===== config.mk =====
export PLATFORM = sky130hd
export DESIGN_NAME = bsl_top
export DESIGN_NICKNAME = d
export VERILOG_FILES = /design/src/rtl/bsl_top.v /design/src/rtl/bsl_cksum.v /design/src/rtl/bsl_fsum.v
export VERILOG_INCLUDE_DIRS = /design/src /design/src/rtl
export SDC_FILE = /design/constraint.sdc
export NUM_CORES = 1
export LEC_CHECK = 0
export BUFFER_PORTS_ARGS = -buffer_cell sky130_fd_sc_hd__buf_2
export CORE_MARGIN = 4
export CORE_UTILIZATION = 60
export CTS_CLUSTER_SIZE = 30
export DETAILED_ROUTE_END_ITERATION = 8
export GPL_ROUTABILITY_DRIVEN = 1
export PLACE_DENSITY = 0.9
export SYNTH_ARGS = -nofsm -noshare
export SYNTH_HDL_FRONTEND = slang
export SYNTH_HIERARCHICAL = 1
export SYNTH_SLANG_ARGS = --single-unit

===== constraint.sdc =====
create_clock -name clk -period 6.3 [get_ports clk]
set_input_delay 0.63 -clock clk [delete_from_list [all_inputs] [get_ports clk]]
set_output_delay 0.63 -clock clk [all_outputs]
set_load 0.01 [all_outputs]

===== src/rtl/bsl_defs.vh =====
// Purpose: shared constants of the serial boot command handler
// Assumes: included by bare name from the top design file only
// Notes: byte codes, acknowledge codes, phase lengths and defaults
`ifndef BSL_DEFS_VH
`define BSL_DEFS_VH

// ****************************************
// session and command codes
// ****************************************
`define BSL_MODE_ASYNC 8'h86
`define BSL_MODE_CLKD 8'h30
`define BSL_CMD_LOAD 8'h10
`define BSL_CMD_FSUM 8'h20

// ****************************************
// acknowledge codes
// ****************************************
`define BSL_ACK_OK 8'h10
`define BSL_ACK_RXERR 8'h18
`define BSL_ACK_BAD 8'h11
`define BSL_NIB_RXERR 4'h8
`define BSL_NIB_UNDEF 4'h1
`define BSL_NIB_LOAD 4'h1
`define BSL_NIB_FSUM 4'h2
`define BSL_NIB_RESET 4'h0

// ****************************************
// phase lengths, values and defaults
// ****************************************
`define BSL_PW_LEN 16'h000C
`define BSL_HDR_LEN 16'h0006
`define BSL_ERASED 8'hFF
`define BSL_PW_BASE 32'h0003FF04
`define BSL_FLASH_BYTES 32'h00040000
`define BSL_FSUM_LAST 2'h2

`endif


===== src/rtl/bsl_top.v =====
// Purpose: serial boot command handler, load-to-RAM and flash sum
// Assumes: byte stream already deserialised; flash read is combinational
// Notes: other boot commands answer as undefined codes
`timescale 1ns/1ns
`include "bsl_defs.vh"

module bsl_top #(
  parameter FLASH_AW = 18,
  parameter [31:0] FLASH_BYTES = `BSL_FLASH_BYTES,
  parameter [31:0] PW_BASE = `BSL_PW_BASE
) (
  clk,
  rst_n,
  rx_valid,
  rx_data,
  rx_err,
  tx_ready,
  tx_valid,
  tx_data,
  flash_addr,
  flash_rdata,
  ram_we,
  ram_addr,
  ram_wdata,
  jump_valid,
  jump_addr,
  mode_async
);
  input wire clk;
  input wire rst_n;
  input wire rx_valid;
  input wire [7:0] rx_data;
  input wire rx_err;
  input wire tx_ready;
  output reg tx_valid;
  output reg [7:0] tx_data;
  output reg [FLASH_AW-1:0] flash_addr;
  input wire [7:0] flash_rdata;
  output reg ram_we;
  output reg [31:0] ram_addr;
  output reg [7:0] ram_wdata;
  output reg jump_valid;
  output reg [31:0] jump_addr;
  output reg mode_async;

  // ****************************************
  // states
  // ****************************************
  localparam [3:0] S_MODE = 4'h0;
  localparam [3:0] S_CMD = 4'h1;
  localparam [3:0] S_PW = 4'h2;
  localparam [3:0] S_PWCMP = 4'h3;
  localparam [3:0] S_HDR = 4'h4;
  localparam [3:0] S_LOAD = 4'h5;
  localparam [3:0] S_LCK = 4'h6;
  localparam [3:0] S_FSUM = 4'h7;
  localparam [3:0] S_FSTX = 4'h8;
  localparam [3:0] S_TX = 4'h9;
  localparam [3:0] S_JMP = 4'hA;
  localparam [3:0] S_DONE = 4'hB;

  // ****************************************
  // state and working registers
  // ****************************************
  reg [3:0] st_q;
  reg [3:0] nxt_q;
  reg [3:0] hi_q;
  reg [15:0] cnt_q;
  reg err_q;
  reg pwbad_q;
  reg same_q;
  reg [7:0] first_q;
  reg [7:0] hold_q;
  reg [31:0] addr_q;
  reg [15:0] len_q;
  reg [1:0] fs_k_q;

  wire ck_zero;
  wire [7:0] ck_sum;
  wire [15:0] fs_sum;
  wire ck_clr;
  wire ck_add;
  wire fs_clr;
  wire fs_add;
  wire rx_bad;
  wire [31:0] last_w;
  wire [31:0] pw_addr_w;

  // two's complement of a carry-dropped two-byte sum
  function [7:0] neg_sum;
    input [7:0] a;
    input [7:0] b;
    reg [7:0] s;
    begin
      s = a + b;
      neg_sum = 8'h00 - s;
    end
  endfunction

  // ****************************************
  // arithmetic units
  // ****************************************
  // receive errors only count in async mode
  assign rx_bad = mode_async & rx_err;
  // every checked phase restarts its sum while an answer goes out
  assign ck_clr = (st_q == S_TX) || (st_q == S_CMD);
  assign ck_add = rx_valid && ((st_q == S_PW) || (st_q == S_HDR) ||
                  (st_q == S_LOAD) || (st_q == S_LCK));
  assign fs_clr = (st_q == S_CMD);
  assign fs_add = (st_q == S_FSUM);
  assign last_w = FLASH_BYTES - 32'h00000001;
  assign pw_addr_w = PW_BASE + {16'h0000, cnt_q};

  bsl_cksum u_ck (
    .clk(clk),
    .rst_n(rst_n),
    .clr(ck_clr),
    .add(ck_add),
    .din(rx_data),
    .sum_q(ck_sum),
    .zero_w(ck_zero)
  );

  bsl_fsum u_fs (
    .clk(clk),
    .rst_n(rst_n),
    .clr(fs_clr),
    .add(fs_add),
    .din(flash_rdata),
    .sum_q(fs_sum)
  );

  // queue one answer byte and the state to resume after it
  task send;
    input [7:0] b;
    input [3:0] n;
    begin
      tx_valid <= 1'b1;
      tx_data <= b;
      nxt_q <= n;
      st_q <= S_TX;
    end
  endtask

  // ****************************************
  // command sequencer
  // ****************************************
  // one process so answers, stores and jumps stay cycle-aligned
  always @(posedge clk) begin
    if (!rst_n) begin
      st_q <= S_MODE;
      nxt_q <= S_CMD;
      hi_q <= `BSL_NIB_RESET;
      cnt_q <= 16'h0000;
      err_q <= 1'b0;
      pwbad_q <= 1'b0;
      same_q <= 1'b1;
      first_q <= 8'h00;
      hold_q <= 8'h00;
      addr_q <= 32'h00000000;
      len_q <= 16'h0000;
      fs_k_q <= 2'h0;
      tx_valid <= 1'b0;
      tx_data <= 8'h00;
      flash_addr <= {FLASH_AW{1'b0}};
      ram_we <= 1'b0;
      ram_addr <= 32'h00000000;
      ram_wdata <= 8'h00;
      jump_valid <= 1'b0;
      jump_addr <= 32'h00000000;
      mode_async <= 1'b1;
    end else begin
      ram_we <= 1'b0;
      jump_valid <= 1'b0;
      case (st_q)
        // unknown opening bytes are ignored
        S_MODE: begin
          if (rx_valid && rx_data == `BSL_MODE_ASYNC) begin
            mode_async <= 1'b1;
            send(rx_data, S_CMD);
          end else if (rx_valid && rx_data == `BSL_MODE_CLKD) begin
            mode_async <= 1'b0;
            send(rx_data, S_CMD);
          end
        end
        // idle here until a command byte comes
        S_CMD: begin
          cnt_q <= 16'h0000;
          err_q <= 1'b0;
          pwbad_q <= 1'b0;
          same_q <= 1'b1;
          if (rx_valid) begin
            if (rx_bad) begin
              send({hi_q, `BSL_NIB_RXERR}, S_CMD);
            end else if (rx_data == `BSL_CMD_LOAD) begin
              hi_q <= `BSL_NIB_LOAD;
              send(`BSL_CMD_LOAD, S_PW);
            end else if (rx_data == `BSL_CMD_FSUM) begin
              hi_q <= `BSL_NIB_FSUM;
              flash_addr <= {FLASH_AW{1'b0}};
              send(`BSL_CMD_FSUM, S_FSUM);
            end else begin
              send({hi_q, `BSL_NIB_UNDEF}, S_CMD);
            end
          end
        end
        // password bytes, then its checksum byte
        S_PW: begin
          if (rx_valid) begin
            if (cnt_q == `BSL_PW_LEN) begin
              if (err_q | rx_bad) begin
                send(`BSL_ACK_RXERR, S_CMD);
              end else if (!ck_zero) begin
                send(`BSL_ACK_BAD, S_CMD);
              end else if (pwbad_q || (same_q && first_q != `BSL_ERASED)) begin
                send(`BSL_ACK_BAD, S_CMD);
              end else begin
                send(`BSL_ACK_OK, S_HDR);
              end
            end else begin
              err_q <= err_q | rx_bad;
              hold_q <= rx_data;
              flash_addr <= pw_addr_w[FLASH_AW-1:0];
              st_q <= S_PWCMP;
            end
          end
        end
        // stored byte is readable one cycle after its address
        S_PWCMP: begin
          if (hold_q != flash_rdata) begin
            pwbad_q <= 1'b1;
          end
          if (cnt_q == 16'h0000) begin
            first_q <= flash_rdata;
          end else if (flash_rdata != first_q) begin
            same_q <= 1'b0;
          end
          cnt_q <= cnt_q + 16'h0001;
          st_q <= S_PW;
        end
        // address and length shift in most significant byte first
        S_HDR: begin
          if (rx_valid) begin
            if (cnt_q == `BSL_HDR_LEN) begin
              if (err_q | rx_bad) begin
                send(`BSL_ACK_RXERR, S_CMD);
              end else if (!ck_zero) begin
                send(`BSL_ACK_BAD, S_CMD);
              end else if (len_q == 16'h0000) begin
                send(`BSL_ACK_OK, S_LCK);
              end else begin
                send(`BSL_ACK_OK, S_LOAD);
              end
            end else begin
              err_q <= err_q | rx_bad;
              addr_q <= {addr_q[23:0], len_q[15:8]};
              len_q <= {len_q[7:0], rx_data};
              cnt_q <= cnt_q + 16'h0001;
            end
          end
        end
        // no range check on the address; the controller owns that
        S_LOAD: begin
          if (rx_valid) begin
            err_q <= err_q | rx_bad;
            ram_we <= 1'b1;
            ram_addr <= addr_q + {16'h0000, cnt_q};
            ram_wdata <= rx_data;
            cnt_q <= cnt_q + 16'h0001;
            if (cnt_q == len_q - 16'h0001) begin
              st_q <= S_LCK;
            end
          end
        end
        // payload checksum byte
        S_LCK: begin
          if (rx_valid) begin
            if (err_q | rx_bad) begin
              send(`BSL_ACK_RXERR, S_CMD);
            end else if (!ck_zero) begin
              send(`BSL_ACK_BAD, S_CMD);
            end else begin
              send(`BSL_ACK_OK, S_JMP);
            end
          end
        end
        // hand execution over once the good answer has left
        S_JMP: begin
          jump_valid <= 1'b1;
          jump_addr <= addr_q;
          st_q <= S_DONE;
        end
        // loaded code runs; only a reset restarts the session
        S_DONE: begin
          st_q <= S_DONE;
        end
        // one flash byte per cycle, lowest address first
        S_FSUM: begin
          fs_k_q <= 2'h0;
          if (flash_addr == last_w[FLASH_AW-1:0]) begin
            st_q <= S_FSTX;
          end else begin
            flash_addr <= flash_addr + {{(FLASH_AW-1){1'b0}}, 1'b1};
          end
        end
        // high byte, low byte, then their checksum
        S_FSTX: begin
          fs_k_q <= fs_k_q + 2'h1;
          if (fs_k_q == 2'h0) begin
            send(fs_sum[15:8], S_FSTX);
          end else if (fs_k_q == 2'h1) begin
            send(fs_sum[7:0], S_FSTX);
          end else begin
            send(neg_sum(fs_sum[15:8], fs_sum[7:0]), S_CMD);
          end
        end
        // hold the byte until the transmitter takes it
        S_TX: begin
          cnt_q <= 16'h0000;
          err_q <= 1'b0;
          if (tx_ready) begin
            tx_valid <= 1'b0;
            st_q <= nxt_q;
          end
        end
        default: begin
          st_q <= S_CMD;
        end
      endcase
    end
  end
endmodule


===== src/rtl/bsl_cksum.v =====
// Purpose: 8-bit modulo-256 running sum for checksum checks
// Assumes: clr and add never asserted together by the caller
// Notes: zero_w looks ahead, including the byte being added now
`timescale 1ns/1ns

module bsl_cksum (
  clk,
  rst_n,
  clr,
  add,
  din,
  sum_q,
  zero_w
);
  input wire clk;
  input wire rst_n;
  input wire clr;
  input wire add;
  input wire [7:0] din;
  output reg [7:0] sum_q;
  output wire zero_w;

  wire [7:0] sum_d;

  // ****************************************
  // accumulator
  // ****************************************
  // carries dropped by the 8-bit width
  assign sum_d = sum_q + din;
  assign zero_w = (sum_d == 8'h00);

  // clear wins so a new phase always starts from zero
  always @(posedge clk) begin
    if (!rst_n) begin
      sum_q <= 8'h00;
    end else if (clr) begin
      sum_q <= 8'h00;
    end else if (add) begin
      sum_q <= sum_d;
    end
  end
endmodule


===== src/rtl/bsl_fsum.v =====
// Purpose: 16-bit modulo-65536 total of flash bytes
// Assumes: one byte offered per add cycle
// Notes: overflow wraps silently, as the total is meant to
`timescale 1ns/1ns

module bsl_fsum (
  clk,
  rst_n,
  clr,
  add,
  din,
  sum_q
);
  input wire clk;
  input wire rst_n;
  input wire clr;
  input wire add;
  input wire [7:0] din;
  output reg [15:0] sum_q;

  // ****************************************
  // total
  // ****************************************
  // byte zero-extended, carry out of bit 15 dropped
  always @(posedge clk) begin
    if (!rst_n) begin
      sum_q <= 16'h0000;
    end else if (clr) begin
      sum_q <= 16'h0000;
    end else if (add) begin
      sum_q <= sum_q + {8'h00, din};
    end
  end
endmodule


Word-level counts from Yosys, hierarchy flattened
Cells that the tools add are included.
W data, S select, Z words.
Cells by class
  add/subtract/negate cells: 10
  equal/unequal tests: 44
  mux-type cells: 92
  bitwise logic cells: 6
  reduce and logical (&&, ||, !) cells: 43
Operators by type and width (count)
  $mux W18: 7
  $mux W4: 27
  $mux W8: 13
  $pmux W16 S4: 1
  $pmux W18 S3: 1
  $mux W16: 3
  $pmux W8 S6: 1
  $pmux W4 S10: 1
  $add A32 B16 Y32: 1
  $logic_not A16 Y1: 2
  $ne A2 B2 Y1 const B: 14
  $mux W3: 8
  $pmux W4 S6: 1
  $reduce_and A8 Y1: 3
  $mux W1: 23
  $add A18 B1 Y18 const B: 1
  $add A18 B16 Y18 const A: 1
  $eq A18 B18 Y1 const B: 1
  $add A16 B1 Y16 const B: 1
  $add A16 B8 Y16: 1
  $add A8 B8 Y8: 2
  $eq A16 B16 Y1: 1
  $eq A16 B3 Y1 const B: 1
  $eq A16 B4 Y1 const B: 1
  other kinds (38): 79
Word-level totals
  register bits after elaboration: 223
  bits of input ports: 21
  output and inout bits: 102
  word-level logic and storage cells: 218

Logic depth before layout (Yosys ltp)
Gate-level depths: netlist of run 1.
  word-level depth: 9
  depth in mapped cells: 13
  gate-level depth less buffers: 13

Hierarchy
The synthesis of run 1 kept the hierarchy.
Modules (own cells, without submodules)
  bsl_top: instances 1, cells each 1435, area an instance 11036.8 sq um
  bsl_fsum: instances 1, cells each 127, area an instance 1047.3 sq um
  bsl_cksum: instances 1, cells each 72, area an instance 621.8 sq um

Least setup slack after synthesis of run 1
Ideal clock, no wire load.
  path type: in2reg
  from: input rx_data[0]
  to: register nxt_q[0]
  arrival: 3292 ps
  data required time: 6168 ps
  path slack: 2876 ps
  stages on the path: 12
  cells stage by stage: ha_1 > fa_1 > xor2_1 > or3_1 > or3_1 > nor4_2 > and2_1 > o211ai_1 > a21oi_1 > nor2_1 > a2111oi_0 > a31oi_1
On the way
  longest elaborated chain between the ends: 7
RTL lines
  from (decl): RTL line bsl_top.v:32  | input wire [7:0] rx_data;
  $add A8 B8 Y8 *: RTL line bsl_cksum.v:29  | assign sum_d = sum_q + din;
  $logic_not A8 Y1 *: RTL line bsl_cksum.v:30  | assign zero_w = (sum_d == 8'h00);
  net ck_zero: RTL line bsl_top.v:78  | wire ck_zero;
  $mux W3 (on tied branches)
  $mux W3 (on tied branches): RTL line bsl_top.v:245, bsl_top.v:211
  $mux W4 (on tied branches): RTL line bsl_top.v:244, bsl_top.v:210
  $mux W4 (on tied branches): RTL line bsl_top.v:243, bsl_top.v:209
  $pmux W4 S6 *: RTL line bsl_top.v:175  | case (st_q)
  to (signal assigned): RTL line bsl_top.v:152  | nxt_q <= S_CMD;
  to (decl): RTL line bsl_top.v:66  | reg [3:0] nxt_q;
Mark *: on every way through the listed nets, which the timed path passes. The rest lies on a longest branch. The select of a mux whose other input is x is not followed.
A chain may end at the register's enable or synchronous reset.

Worst setup path after layout of run 1
  from: register u_ck.sum_q[0]
  to: register nxt_q[0]
On the way
  longest elaborated chain between the ends: 7
RTL lines
  from (decl): RTL line bsl_cksum.v:20  | output reg [7:0] sum_q;
  from (signal assigned): RTL line bsl_cksum.v:39  | sum_q <= sum_d;
  $add A8 B8 Y8 *: RTL line bsl_cksum.v:29
  $logic_not A8 Y1 *: RTL line bsl_cksum.v:30
  net ck_zero: RTL line bsl_top.v:78
  $mux W3 (on tied branches)
  $mux W3 (on tied branches): RTL line bsl_top.v:245, bsl_top.v:211
  $mux W4 (on tied branches): RTL line bsl_top.v:244, bsl_top.v:210
  $mux W4 (on tied branches): RTL line bsl_top.v:243, bsl_top.v:209
  $pmux W4 S6 *: RTL line bsl_top.v:175
Marks and branches as above.

==> results.md, run 1 <==
- The flow ran to the end, and the final reports show no timing, DRC or antenna violations.
- The via count of the first global-routing pass is 11,600.
- After detailed routing, the average wire length per cell comes to 18.1 um.
- The core region is 20,600 um2.
- The layout filler cell count is around 1,700.
- The DRC violation total after the first TritonRoute iteration is 1,258.
- For the final routed database, the setup TNS stands at 0 ns.
- The per-instance average area after synthesis is 7.78 um2.
- The category of the worst setup path launch point is a flop.
- The maximum level of the CTS H-tree is 1.
- From synthesis to final layout, the design area changed by 10.2%.
- For the worst-skew pair, the clock arrives at the later sink with an insertion delay of 0.52 ns.
- In this run the horizontal extent of the chip is roughly 150 um.
- The maximum vdd ir drop is 224 uV.
- The type of the worst min-delay path is input pin to flop.
- After detailed routing, the number of remaining DRC violations is 0.
- The switching power summed over all nets is 1.26 mW.
- Counting every sink on the clock net gives 221.
- The critical-path maximum fanout is 4.
- The routability congestion estimate from global placement is 0.956.
- The cell count after synthesis is ~1,600.
- The maximum buffer depth of the clock tree is 3.
- The static leakage is 5.42 nW.
- Of the synthesized area, sequential elements account for 0.348.
- The die covers 23,600 um2.
- The port buffer count is approximately 120.
- The cell at the root of the clock tree is clkbuf_16.
- The total nets after synthesis is 1,713.
- The Yosys warning count is 6.
- In this design, the critical path's most frequently occurring cell is or3_1.
- The total overflow reported by the global router is 0.
- The repair_antennas step left the layout with diodes totalling 0.
- The highest-delay cell along the critical path is fa_1.
- The power consumption is roughly 3.8 mW.
- TritonCTS created 23 clock buffers.
- The initial cell density of the core is 0.618.
- Setup repair after global routing left no endpoint under its margin.
- The cts-stage hold buffer count is 0.
- The first-pass GRT wire length is 58,300 um.
- The data arrival time of the critical path is 3.82 ns.
- The critical path contains buffers and inverters numbering 0 combined.
- In this run the post-CTS setup repair buffer count came out at 0.
- The highest cell delay on the worst timing path is 0.41 ns.
- The cell area after layout is 14,000 um2.
- The share of total power dissipated in combinational logic is 0.234.
- The number of endpoints failing setup at the final stage is 0.
- Based on the critical path, the design can be clocked at up to 289 MHz.
- In the final layout, the share of cells above drive strength 1 is 0.131.
- The fraction of the cycle the final worst path needs is 0.549.
- Entering global routing, the biggest net connects 67 pins.
- Including well taps, the total number of placed cells is 1,932.
- The number of synthesized register bits is around 220.
- For this design the ratio of total power to cell area is 270 nW/um2.
- The least setup slack across all paths after layout is 2.84 ns.
- The number of cells traversed by the worst register-to-register path is 12.
- The routed layout has 12,500 vias.
- The floorplan has 52 rows.
- The final layout contains 1,766 nets.
- TritonCTS built the clock tree.
- Counting flops with a built-in enable in the synthesized netlist gives 0.
- Before CTS, the worst setup slack after placement is 2.32 ns.
- The final count of hold timing violations is 0.
- The post-route clock skew is 0.0152 ns.
- The number of vias per cell after detailed routing is 6.35.
- The required time of the critical path is 6.66 ns.
- Counting flops with an async set or reset pin after synthesis yields a share of 0.
- The remaining max-slew budget at the tightest pin is 0.217.
- Among all flip-flop cells after synthesis, the most frequent one is dfxtp_1.
- The initial antenna violation count is 0.
- The number of nets with antenna violations after routing is 0.
- The register share of total power is 0.414.
- The tool flagged a number of max-cap violations equal to 0.
- The worst hold path depth is 2.
- For this run, the number of standard cells in the final layout without fillers is 1,973.
- Of the total power, the share spent switching nets is 0.333.
- The slew at the pin closest to its max-slew limit is 1.17 ns.
- The total count of max-transition violations in the final report is 0.
- Measured along the y axis, the die boundary spans 154 um.
- The kind of capture point of the worst setup path is a flop.
- Subtracting the final worst setup slack from the clock period gives 3.46 ns.
- The mapped netlist covers between 10,000 and 15,000 um2.
- The number of distinct standard cells referenced by the synthesized netlist is 99.
- The top-level I/O count is ~120.
- The clock-pin transition on the worst setup and hold timing paths is roughly 0.060 ns.
- The critical path is of the flop to flop type.
- On the critical path the largest part of the delay comes from simple AND/OR/NAND/NOR gates.
- Traced cell by cell, the critical path runs through ha_1 > fa_1 > xor2_1 > or3_1 > or3_1 > nor4_2 > and2_1 > o211ai_1 > a21oi_1 > nor2_1 > a2111oi_0 > a31oi_1.
- In the global route stage, overall resource usage came out at 0.289.
- The final core utilization is 0.681.
- The iteration count of the initial detailed-routing pass is 6.
- For this block, the routed nets add up to ~36,000 um of wire.
- In this run, post-CTS repair resized a total of 0 instances.
- The internal power of the cells totals 2.52 mW.
- The placed wire-length estimate is 25,200 um.
- Across all hold checks on the routed design, the worst slack comes to ~0.36 ns.
- The path length in cells of the critical path is 12.
- The placed cell area is 13,300 um2.
- The share of total power dissipated in the clock network is 0.352.
## power groups by stage
stage | Sequential, mW | Combinational, mW | Clock, mW
floorplan | 1.54 | 0.697 | 0
global placement | 1.59 | 0.845 | 0
finish | 1.57 | 0.884 | 1.33
global route | 1.57 | 0.972 | 1.40
detailed placement | 1.59 | 0.862 | 0
CTS | 1.56 | 0.868 | 1.34
## cell type report
| cell class | count | area (um2) | share of cell area |
|---|---|---|---|
| inverter | 49 | 186 | 0.0133 |
| timing repair buffer | 132 | 686 | 0.0490 |
| sequential | 221 | 4420 | 0.316 |
| multi-input combinational | 1260 | 7640 | 0.546 |
| clock inverter | 13 | 118 | 0.00840 |
| clock buffer | 28 | 614 | 0.0439 |
| tap | 270 | 338 | 0.0241 |
## cell families after synthesis
| group | Yosys count | synth area share |
|---|---|---|
| XOR/XNOR | 98 | 0.0676 |
| AND/OR/NAND/NOR | 666 | 0.252 |
| adder cells (fa/ha/maj) | 58 | 0.0595 |
| flip-flops | 221 | 0.348 |
| buffers and inverters | 153 | 0.0514 |
| multiplexers | 31 | 0.0244 |
| AO/OA/AOI/OAI | 407 | 0.197 |
## worst register-to-register path, stage by stage (launching register included)
cell and delay (ns):
dfxtp_1 0.31, ha_1 0.22, fa_1 0.41, xor2_1 0.17, or3_1 0.31, or3_1 0.40, nor4_2 0.41, and2_1 0.24
o211ai_1 0.09, a21oi_1 0.16, nor2_1 0.06, a2111oi_0 0.39, a31oi_1 0.13
## worst paths after layout
kind,slack (ns),start,end
min reg2reg,0.45,jump_addr[29]$_SDFFE_PN0P_,jump_addr[29]$_SDFFE_PN0P_
min,0.36,tx_ready,tx_valid$_SDFFE_PN0P_
max reg2reg,2.84,u_ck/sum_q[0]$_SDFFE_PP0P_,nxt_q[0]$_SDFFE_PN1P_
max,2.84,u_ck/sum_q[0]$_SDFFE_PP0P_,nxt_q[0]$_SDFFE_PN1P_
## registers in the layout, summed over array words and instances (netlist names), 16 cells and up
signal and flops:
u_fs/sum_q 16, flash_addr 18, len_q 16, addr_q 32, cnt_q 16, ram_addr 32, jump_addr 32
## synth_stat cells, types with 4 or more instances
master,count,area (um2)
ha_1,54,676
a22oi_1,4,30.0
buf_2,27,135
mux2i_1,31,310
o22ai_1,5,31.3
o21ai_1,5,25.0
o32ai_1,13,114
o21a_1,7,52.6
and2_1,5,31.3
a221oi_1,4,35.0
nor4_1,15,93.8
nor3_1,22,110
or3_1,19,119
xnor2_1,66,578
fa_1,4,80.1
nor3b_1,6,45.0
a211oi_1,18,135
buf_1,7,26.3
and3_1,11,68.8
dfxtp_1,221,4420
nor2_1,144,541
a21o_1,8,60.1
xor2_1,32,280
nand3_1,58,290
clkbuf_1,59,221
o21ai_0,74,370
nand2b_1,13,81.3
nor2b_1,12,75.1
a31o_2,5,43.8
nor3_2,5,50.1
nand4_1,35,219
o31ai_1,7,52.6
nand2_1,276,1040
a21oi_1,182,911
a31oi_1,20,125
buf_4,5,37.5
o211ai_1,11,82.6
inv_1,48,180
## per-layer routing
layer  track usage  wire length (um)
met2         0.477             16700
met3        0.0444              3130
met5             0                 0
met4         0.118              1550
met1         0.381             14300
## placed cells by master, fill, tap and decap left out, types with 8 or more instances in the layout
cell,n
a211oi_1,18
a21o_1,8
a21oi_1,182
a31oi_1,20
and3_1,11
buf_2,122
buf_4,10
clkbuf_16,23
dfxtp_1,221
ha_1,54
inv_1,47
mux2i_1,31
nand2_1,276
nand2b_1,13
nand3_1,58
nand4_1,35
nor2_1,143
nor2b_1,12
nor3_1,20
nor4_1,15
o211ai_1,11
o21ai_0,74
o32ai_1,13
or3_1,19
xnor2_1,66
xor2_1,32
Note: power is estimated with default switching activity, not from simulation.
==> run 2, diff against run 1 <==
--- a/config.mk
+++ b/config.mk
@@ -8,11 +8,11 @@
 export LEC_CHECK = 0
 export BUFFER_PORTS_ARGS = -buffer_cell sky130_fd_sc_hd__buf_2
 export CORE_MARGIN = 4
-export CORE_UTILIZATION = 60
+export CORE_UTILIZATION = 54
 export CTS_CLUSTER_SIZE = 30
 export DETAILED_ROUTE_END_ITERATION = 8
 export GPL_ROUTABILITY_DRIVEN = 1
-export PLACE_DENSITY = 0.9
+export PLACE_DENSITY = 0.86
 export SYNTH_ARGS = -nofsm -noshare
 export SYNTH_HDL_FRONTEND = slang
 export SYNTH_HIERARCHICAL = 1
==> constraint.sdc (replaced) <==
create_clock -name clk -period 3.1 [get_ports clk]
set_input_delay 0.31 -clock clk [delete_from_list [all_inputs] [get_ports clk]]
set_output_delay 0.31 -clock clk [all_outputs]
set_load 0.01 [all_outputs]
==> results.md, run 2 (synthesis gave the netlist of run 1 again) <==
- The total of max-cap violations is 0.
- The initial antenna violation count is 0.
- The placed wire-length estimate is 26,400 um.
- The flip-flop and latch area is 4430 um2.
- The power consumption is between 8 and 9 mW.
- The top-level I/O count is between 100 and 150.
- The largest single stage delay on the critical path is ~0.4 ns.
- STA classifies the critical path endpoint as a flop.
- The maximum level of the CTS H-tree is 1.
- After detailed routing, the number of remaining DRC violations is 0.
- In the routed layout, each cell is associated on average with a via count of approximately 6.1.
- The die covers 26,000 um2.
- The placed cell area is 13,700 um2.
- At the placement stage, the worst setup path has a slack of -0.255 ns.
- The capture point of the critical path is nxt_q[0]$_SDFFE_PN1P_.
- Across all layers, the routed design uses about 13,000 vias.
- The cell area after layout is about 15,000 um2.
- The diode insertion count for antenna repair is 0.
- The switching share of power is 0.324.
- The category of the worst setup path launch point is a flop.
- The routed design has 37,500 um of wire.
- The setup check on the worst reg-to-reg path leaves a slack of approximately 0.058 ns.
- For the worst setup path, the data required time is 3.50 ns.
- In this run the critical register-to-register path is launched from u_ck/sum_q[0]$_SDFFE_PP0P_.
- Compared with the post-synthesis result, the final layout area differs by 14.8%.
- The maximum buffer depth of the clock tree is 3.
- The maximum number of pins on one net before global-route repair is 83.
- The flow ran to the end, and the final reports show no timing, DRC or antenna violations.
- The clock-pin transition on the worst setup and hold timing paths is 0.06 ns.
- Setup violations remaining at the end of the flow were counted as 0.
- The total count of max-transition violations in the final report was 0.
- The area of the core region is 22,900 um2.
- The worst pin sits at a relative slew slack of 0.533.
- In this run the clock root is driven by a clkbuf_16.
- The number of cells traversed by the worst register-to-register path is 11.
- The multi-input gate area in the final layout is 7710 um2.
- The maximum achievable frequency is 329 MHz.
- The floorplan step set the die height to roughly 160 um.
- Between clock sinks in the finished design, the worst skew comes to approximately 0.012 ns.
- Clock tree synthesis inserted a total of 24 buffers.
- The first routing iteration left approximately 1,200 violations.
- Fill cells in the final layout number 1,901.
- Of the total power, combinational logic draws 0.243.
- Counting instances, the worst hold path has a depth of 2.
- VDD sags by at most just under 600 uV.
- Dividing the final minimum period by the clock period gives 0.981.
- After detailed routing, the average wire length per cell comes to 18.2 um.
- For this design the ratio of total power to cell area is 555 nW/um2.
- The standard-cell row count is 55.
- During placement, the flow inserted port buffers numbering 122.
- The first global-routing pass estimated about 60,000 um of wire.
- The total overflow left after global routing is 0.
- The type of the worst min-delay path is input pin to flop.
- In the layout the commonest cells are nand2_1 (276), dfxtp_1 (220), a21oi_1 (181).
- The least setup slack across all paths after layout is 0.0577 ns.
- In this run the critical register-to-register path is captured at nxt_q[0]$_SDFFE_PN1P_.
- The iteration count of the initial detailed-routing pass is 6.
- For this design, the sink count on the clock tree is 221.
- The final core utilization is 0.636.
- The critical-path maximum fanout is 2.
- The internal power component is 5.47 mW.
- The share of final-layout standard cells stronger than drive strength 1 is 0.159.
- The classification of the worst setup path is flop to flop.
- The cts-stage hold buffer count is 0.
- Across every metal layer, demand over resource in global routing totals 0.275.
- The share of total power dissipated in the clock network is 0.367.
- The analysis attributes to net switching a power of 2.62 mW.
- The routability congestion estimate from global placement is about 0.94.
- The critical path starts at u_ck/sum_q[0]$_SDFFE_PP0P_.
- Subtracting the final worst setup slack from the clock period gives 3.04 ns.
- Walking the worst path, the cells encountered are ha_2 > fa_2 > xor2_1 > or3_1 > or3_4 > nor4_4 > buf_4 > nand3b_1 > nand2b_4 > a2111oi_4 > a31oi_1.
- The final count of hold timing violations is 0.
- For the worst setup path, the data arrival time is 3.44 ns.
- The largest registers in the layout are addr_q x32, jump_addr x32, ram_addr x32.
- The most common cell after layout, fill and taps aside is nand2_1.
- The horizontal die dimension is 161 um.
- The detail route stage leaves a number of antenna-violating nets equal to 0.
- Setup repair after global routing could not meet its margin everywhere.
- The via count of the first global-routing pass is 11,900.
- The register share of total power is 0.390.
- The TritonCTS clock tree is yes.
- The highest-delay cell along the critical path is fa_2.
- At the pin with the least slew margin, the transition time is 0.693 ns.
- The worst hold-check slack is 0.0457 ns.
- For this configuration, the core starts out at a cell density of 0.554.
- At the later pin of the worst-skew pair, clock insertion delay measures approximately 0.53 ns.
- The static leakage is roughly 5.7 nW.
- The net count reported at finish is ~1,800.
## run 2: cell count changes in the layout (fill, tap and decap cells not counted), sizes merged
cell	delta
buf	+46
clkbuf	+5
bufinv	+2
clkinvlp	-5
## run 2: area by class of cell
class | instances | share of cell area
clock buffer | 33 | 0.0463
clock inverter | 10 | 0.00935
inverter | 49 | 0.0128
multi-input combinational | 1260 | 0.529
sequential | 221 | 0.304
tap | 313 | 0.0269
timing repair buffer | 178 | 0.0724
## run 2: through the flow
stage          cells  setup TNS, ns
2_1_floorplan   1634              0
3_3_place_gp    2020         -0.204
3_5_place_dp    2020         -0.261
4_1_cts         2064              0
5_1_grt         2064        -0.0880
6_report        2064              0
## run 2: power groups by stage
stage                     clock network (mW)  registers, mW  logic, mW
after floorplan                            0           3.13       1.42
after global placement                     0           3.19       1.83
after detailed placement                   0           3.20       1.88
after CTS                               2.98           3.14       1.90
after global routing                    3.10           3.16       2.14
final                                   2.97           3.15       1.97
## run 2: worst min-delay path by stage
stage,slack [ns],start,endpoint
after detailed placement,0.44,jump_addr[11]$_SDFFE_PN0P_,jump_addr[11]$_SDFFE_PN0P_
after floorplan,0.43,tx_ready,tx_valid$_SDFFE_PN0P_
after global routing,0.05,tx_ready,tx_valid$_SDFFE_PN0P_
final,0.05,tx_ready,tx_valid$_SDFFE_PN0P_
after CTS,0.03,tx_ready,tx_valid$_SDFFE_PN0P_
after global placement,0.44,ram_addr[0]$_SDFFE_PN0P_,ram_addr[0]$_SDFFE_PN0P_
## run 2: layer usage
| metal | part of all wire | vias to the layer above | global-route usage |
|---|---|---|---|
| met5 | 0 | - | 0 |
| met4 | 0.039 | 0 | 0.107 |
| met1 | 0.42 | 5991 | 0.367 |
| met3 | 0.077 | 111 | 0.0352 |
| li1 | - | 5954 | - |
| met2 | 0.47 | 594 | 0.453 |
## run 2: repair_timing
action                                  4_1_cts  5_1_grt
gates resized for setup                       4        8
endpoints found under the setup margin        1        3
buffers inserted                              1        0
pin swaps                                     1        7
## run 2: critical path: cells and delay by family (launching register included)
kind / cells / cell delay [ns]
adder cells (fa/ha/maj): 2 / 0.58
AND/OR/NAND/NOR: 5 / 1.21
XOR/XNOR: 1 / 0.16
flip-flops: 1 / 0.32
AO/OA/AOI/OAI: 2 / 0.46
buffers and inverters: 1 / 0.17
==> run 3, diff against run 2 <==
--- a/config.mk
+++ b/config.mk
@@ -7,8 +7,10 @@
 export NUM_CORES = 1
 export LEC_CHECK = 0
 export BUFFER_PORTS_ARGS = -buffer_cell sky130_fd_sc_hd__buf_2
+export CELL_PAD_IN_SITES_DETAIL_PLACEMENT = 1
+export CELL_PAD_IN_SITES_GLOBAL_PLACEMENT = 2
 export CORE_MARGIN = 4
-export CORE_UTILIZATION = 54
+export CORE_UTILIZATION = 32
 export CTS_CLUSTER_SIZE = 30
 export DETAILED_ROUTE_END_ITERATION = 8
 export GPL_ROUTABILITY_DRIVEN = 1
==> results.md, run 3 (synthesis gave the netlist of run 1 again) <==
- The iteration count of the initial detailed-routing pass is 5.
- From bottom edge to top edge, the die measures 207 um.
- The root buffer cell chosen for the clock tree is clkbuf_16.
- The first global-routing pass estimated 69,800 um of wire.
- The post-route clock skew is 0.0128 ns.
- STA puts the critical path data arrival time at 3.48 ns.
- For hold timing, the worst endpoint is first_q[3]$_SDFFE_PN0P_.
- Along the worst path, the maximum fanout reaches 3.
- The type of the worst min-delay path is input pin to flop.
- Together, buffers and inverters on the worst path number 1.
- The layout filler cell count is 4,771.
- The remaining max-slew budget at the tightest pin is 0.524.
- Setup violations remaining at the end of the flow were counted as 0.
- The worst hold path passes through 3 cells.
- The diode insertion count for antenna repair is 0.
- The slew at the pin closest to its max-slew limit is a little over 0.7 ns.
- The largest registers in the layout are addr_q x32, jump_addr x32, ram_addr x32.
- The fraction of the cycle the final worst path needs is 0.987.
- The flow ran to the end, and the final reports show no timing, DRC or antenna violations.
- The overall via count from detail_route is 12,400.
- The worst hold path begins at flash_rdata[3].
- The total overflow reported by the global router is 0.
- The multi-input combinational cells in the finished layout cover a total of 7710 um2.
- The routed design has 43,900 um of wire.
- The number of sinks handled by clock tree synthesis is 221.
- The number of vias per cell after detailed routing is about 5.4.
- The highest-delay cell along the critical path is fa_2.
- STA classifies the critical path startpoint as a flop.
- In the layout the commonest cells are nand2_1 (276), dfxtp_1 (221), a21oi_1 (182).
- Timing would allow up to 327 MHz.
- Setup slack on the worst reg-to-reg path comes out at about 0.040 ns.
- Final hold analysis gives a worst-case slack of 0.106 ns.
- STA classifies the critical path endpoint as a flop.
- Power spread over the standard cell area amounts to about 570 nW/um2.
- 123 I/O pins were placed.
- For this design the static power due to leakage is 5.90 nW.
- The total CTS buffers is 26.
- For this run, the total global-route usage over all layers was measured as 0.194.
- The total count of max-transition violations in the final report came to 0.
- The sequential cells in the finished layout cover a total of 4420 um2.
- The gate family responsible for the most delay along the worst path is simple AND/OR/NAND/NOR gates.
- After the first detailed-routing iteration, the DRC count stood at 601.
- The horizontal die dimension is 207 um.
- The clock insertion delay at the later pin of the skew report is about 0.55 ns.
- The core region is 38,900 um2.
- In this run the remaining antenna-violating nets after routing total 0.
- The congestion estimate from routability-driven global placement came to 0.901.
- The area of the die is 43,000 um2.
- The floorplan has 72 rows.
- The required time of the critical path is between 3 and 4 ns.
- The total of max-cap violations is 0.
- OpenSTA, run right after detailed placement, puts the worst setup slack at -0.355 ns.
- During placement, the flow inserted port buffers numbering about 120.
- Entering global routing, the biggest net connects 80 pins.
- The net count reported at finish is roughly 1,800.
- Once routing completed, OpenROAD measured the worst setup slack at just over 0.04 ns.
- Once detailed placement completed, the half-perimeter wirelength came to about 32,000 um.
- Setup repair after global routing could not meet its margin everywhere.
- The initial antenna violation count came to 0.
- The library cell used most frequently in the layout, excluding fill and tap cells, is nand2_1.
- The clock-pin transition on the worst setup and hold timing paths is ~0.06 ns.
- TritonCTS built the clock tree.
- The largest single stage delay on the critical path is 0.45 ns.
- The number of cells traversed by the worst register-to-register path is 10.
- The capturing point of the worst reg2reg path is nxt_q[0]$_SDFFE_PN1P_.
- The classification of the worst setup path is flop to flop.
- The initial utilization of the core area, before any placement, comes to 0.326.
- The startpoint of the worst register-to-register path is u_ck/sum_q[0]$_SDFFE_PP0P_.
- The critical path goes through ha_2 > fa_2 > or3_1 > or3_4 > nor4_4 > buf_4 > nand3b_1 > nand2b_4 > a2111oi_4 > a31oi_1.
- The via count of the first global-routing pass is 12,600.
- The shortest period the worst path allows is approximately 3 ns.
- The clock passes through at most 3 buffers.
- Dividing the detail-routed wire length by the instance count gives 19.2 um.
- In this run the number of H-tree levels came out at 1.
- Compared with the post-synthesis result, the final layout area differs by 19.0%.
- The maximum vdd ir drop is roughly 400 uV.
- The remaining routing DRC violations is 0.
- Of the cells placed in the final design, the portion with a size suffix greater than 1 is 0.168.
- The final count of hold timing violations came to 0.
run 3: area by class of cell:
| type | count | share of cell area |
|---|---|---|
| flip-flops and latches | 221 | 0.292 |
| clock inverters | 12 | 0.0149 |
| clock buffers | 35 | 0.0492 |
| well taps | 518 | 0.0428 |
| inverters | 49 | 0.0123 |
| repair buffers | 194 | 0.0787 |
| multi-input cells | 1260 | 0.509 |
run 3: worst max path at each step:
| stage | start | endpoint | slack, ns | depth (start not counted) |
|---|---|---|---|---|
| after global placement | rx_data[0] | nxt_q[0]$_SDFFE_PN1P_ | -0.31 | 13 |
| final | u_ck/sum_q[0]$_SDFFE_PP0P_ | nxt_q[0]$_SDFFE_PN1P_ | 0.04 | 10 |
| after floorplan | rx_data[0] | nxt_q[0]$_SDFFE_PN1P_ | 0.02 | 12 |
| after global routing | u_ck/sum_q[0]$_SDFFE_PP0P_ | nxt_q[0]$_SDFFE_PN1P_ | -0.09 | 13 |
| after CTS | u_ck/sum_q[0]$_SDFFE_PP0P_ | nxt_q[0]$_SDFFE_PN1P_ | 0.02 | 12 |
| after detailed placement | rx_data[0] | nxt_q[0]$_SDFFE_PN1P_ | -0.35 | 13 |
run 3: power breakdown:
part	switching [mW]	internal, mW	total [mW]	leakage, nW
logic	1.29	0.747	2.04	3.64
clock network	1.29	2.18	3.47	0.479
registers	0.173	2.98	3.15	1.78
total	2.75	5.91	8.66	5.90
run 3: worst reg2reg max path, stage by stage (launching register included):
cell and delay [ns]:
dfxtp_1 0.33, ha_2 0.19, fa_2 0.45, or3_1 0.38, or3_4 0.41, nor4_4 0.27, buf_4 0.17, nand3b_1 0.09
nand2b_4 0.17, a2111oi_4 0.35, a31oi_1 0.11
run 3: metal layers:
| metal | vias to the layer above | part of all wire | global-route usage | wire length (um) |
|---|---|---|---|---|
| li1 | 5991 | - | - | - |
| met1 | 6109 | 0.45 | 0.253 | 19600 |
| met2 | 251 | 0.48 | 0.335 | 21200 |
| met3 | 75 | 0.044 | 0.0301 | 1950 |
| met4 | 0 | 0.027 | 0.0556 | 1180 |
| met5 | - | 0 | 0 | 0 |
run 3: what timing repair did:
| action | in CTS | in global routing |
|---|---|---|
| hold buffers | 1 | 0 |
| endpoints found under the hold margin | 1 | 0 |
| setup buffers | 0 | 2 |
| resized for setup | 6 | 4 |
| pin swaps | 1 | 5 |
| setup endpoints to repair | 2 | 3 |
run 3: stage by stage:
stage | cell area, um2 | TNS, ns | utilization | std cells | power, mW
floorplan | 12700 | 0 | - | 1634 | 4.55
global placement | 14100 | -0.353 | 0.362 | 2239 | 5.13
detailed placement | 14100 | -0.500 | 0.362 | 2239 | 5.19
CTS | 15100 | 0 | 0.388 | 2287 | 8.73
global route | 15100 | -0.0919 | 0.389 | 2289 | 9.07
finish | 15100 | 0 | 0.389 | 2289 | 8.66
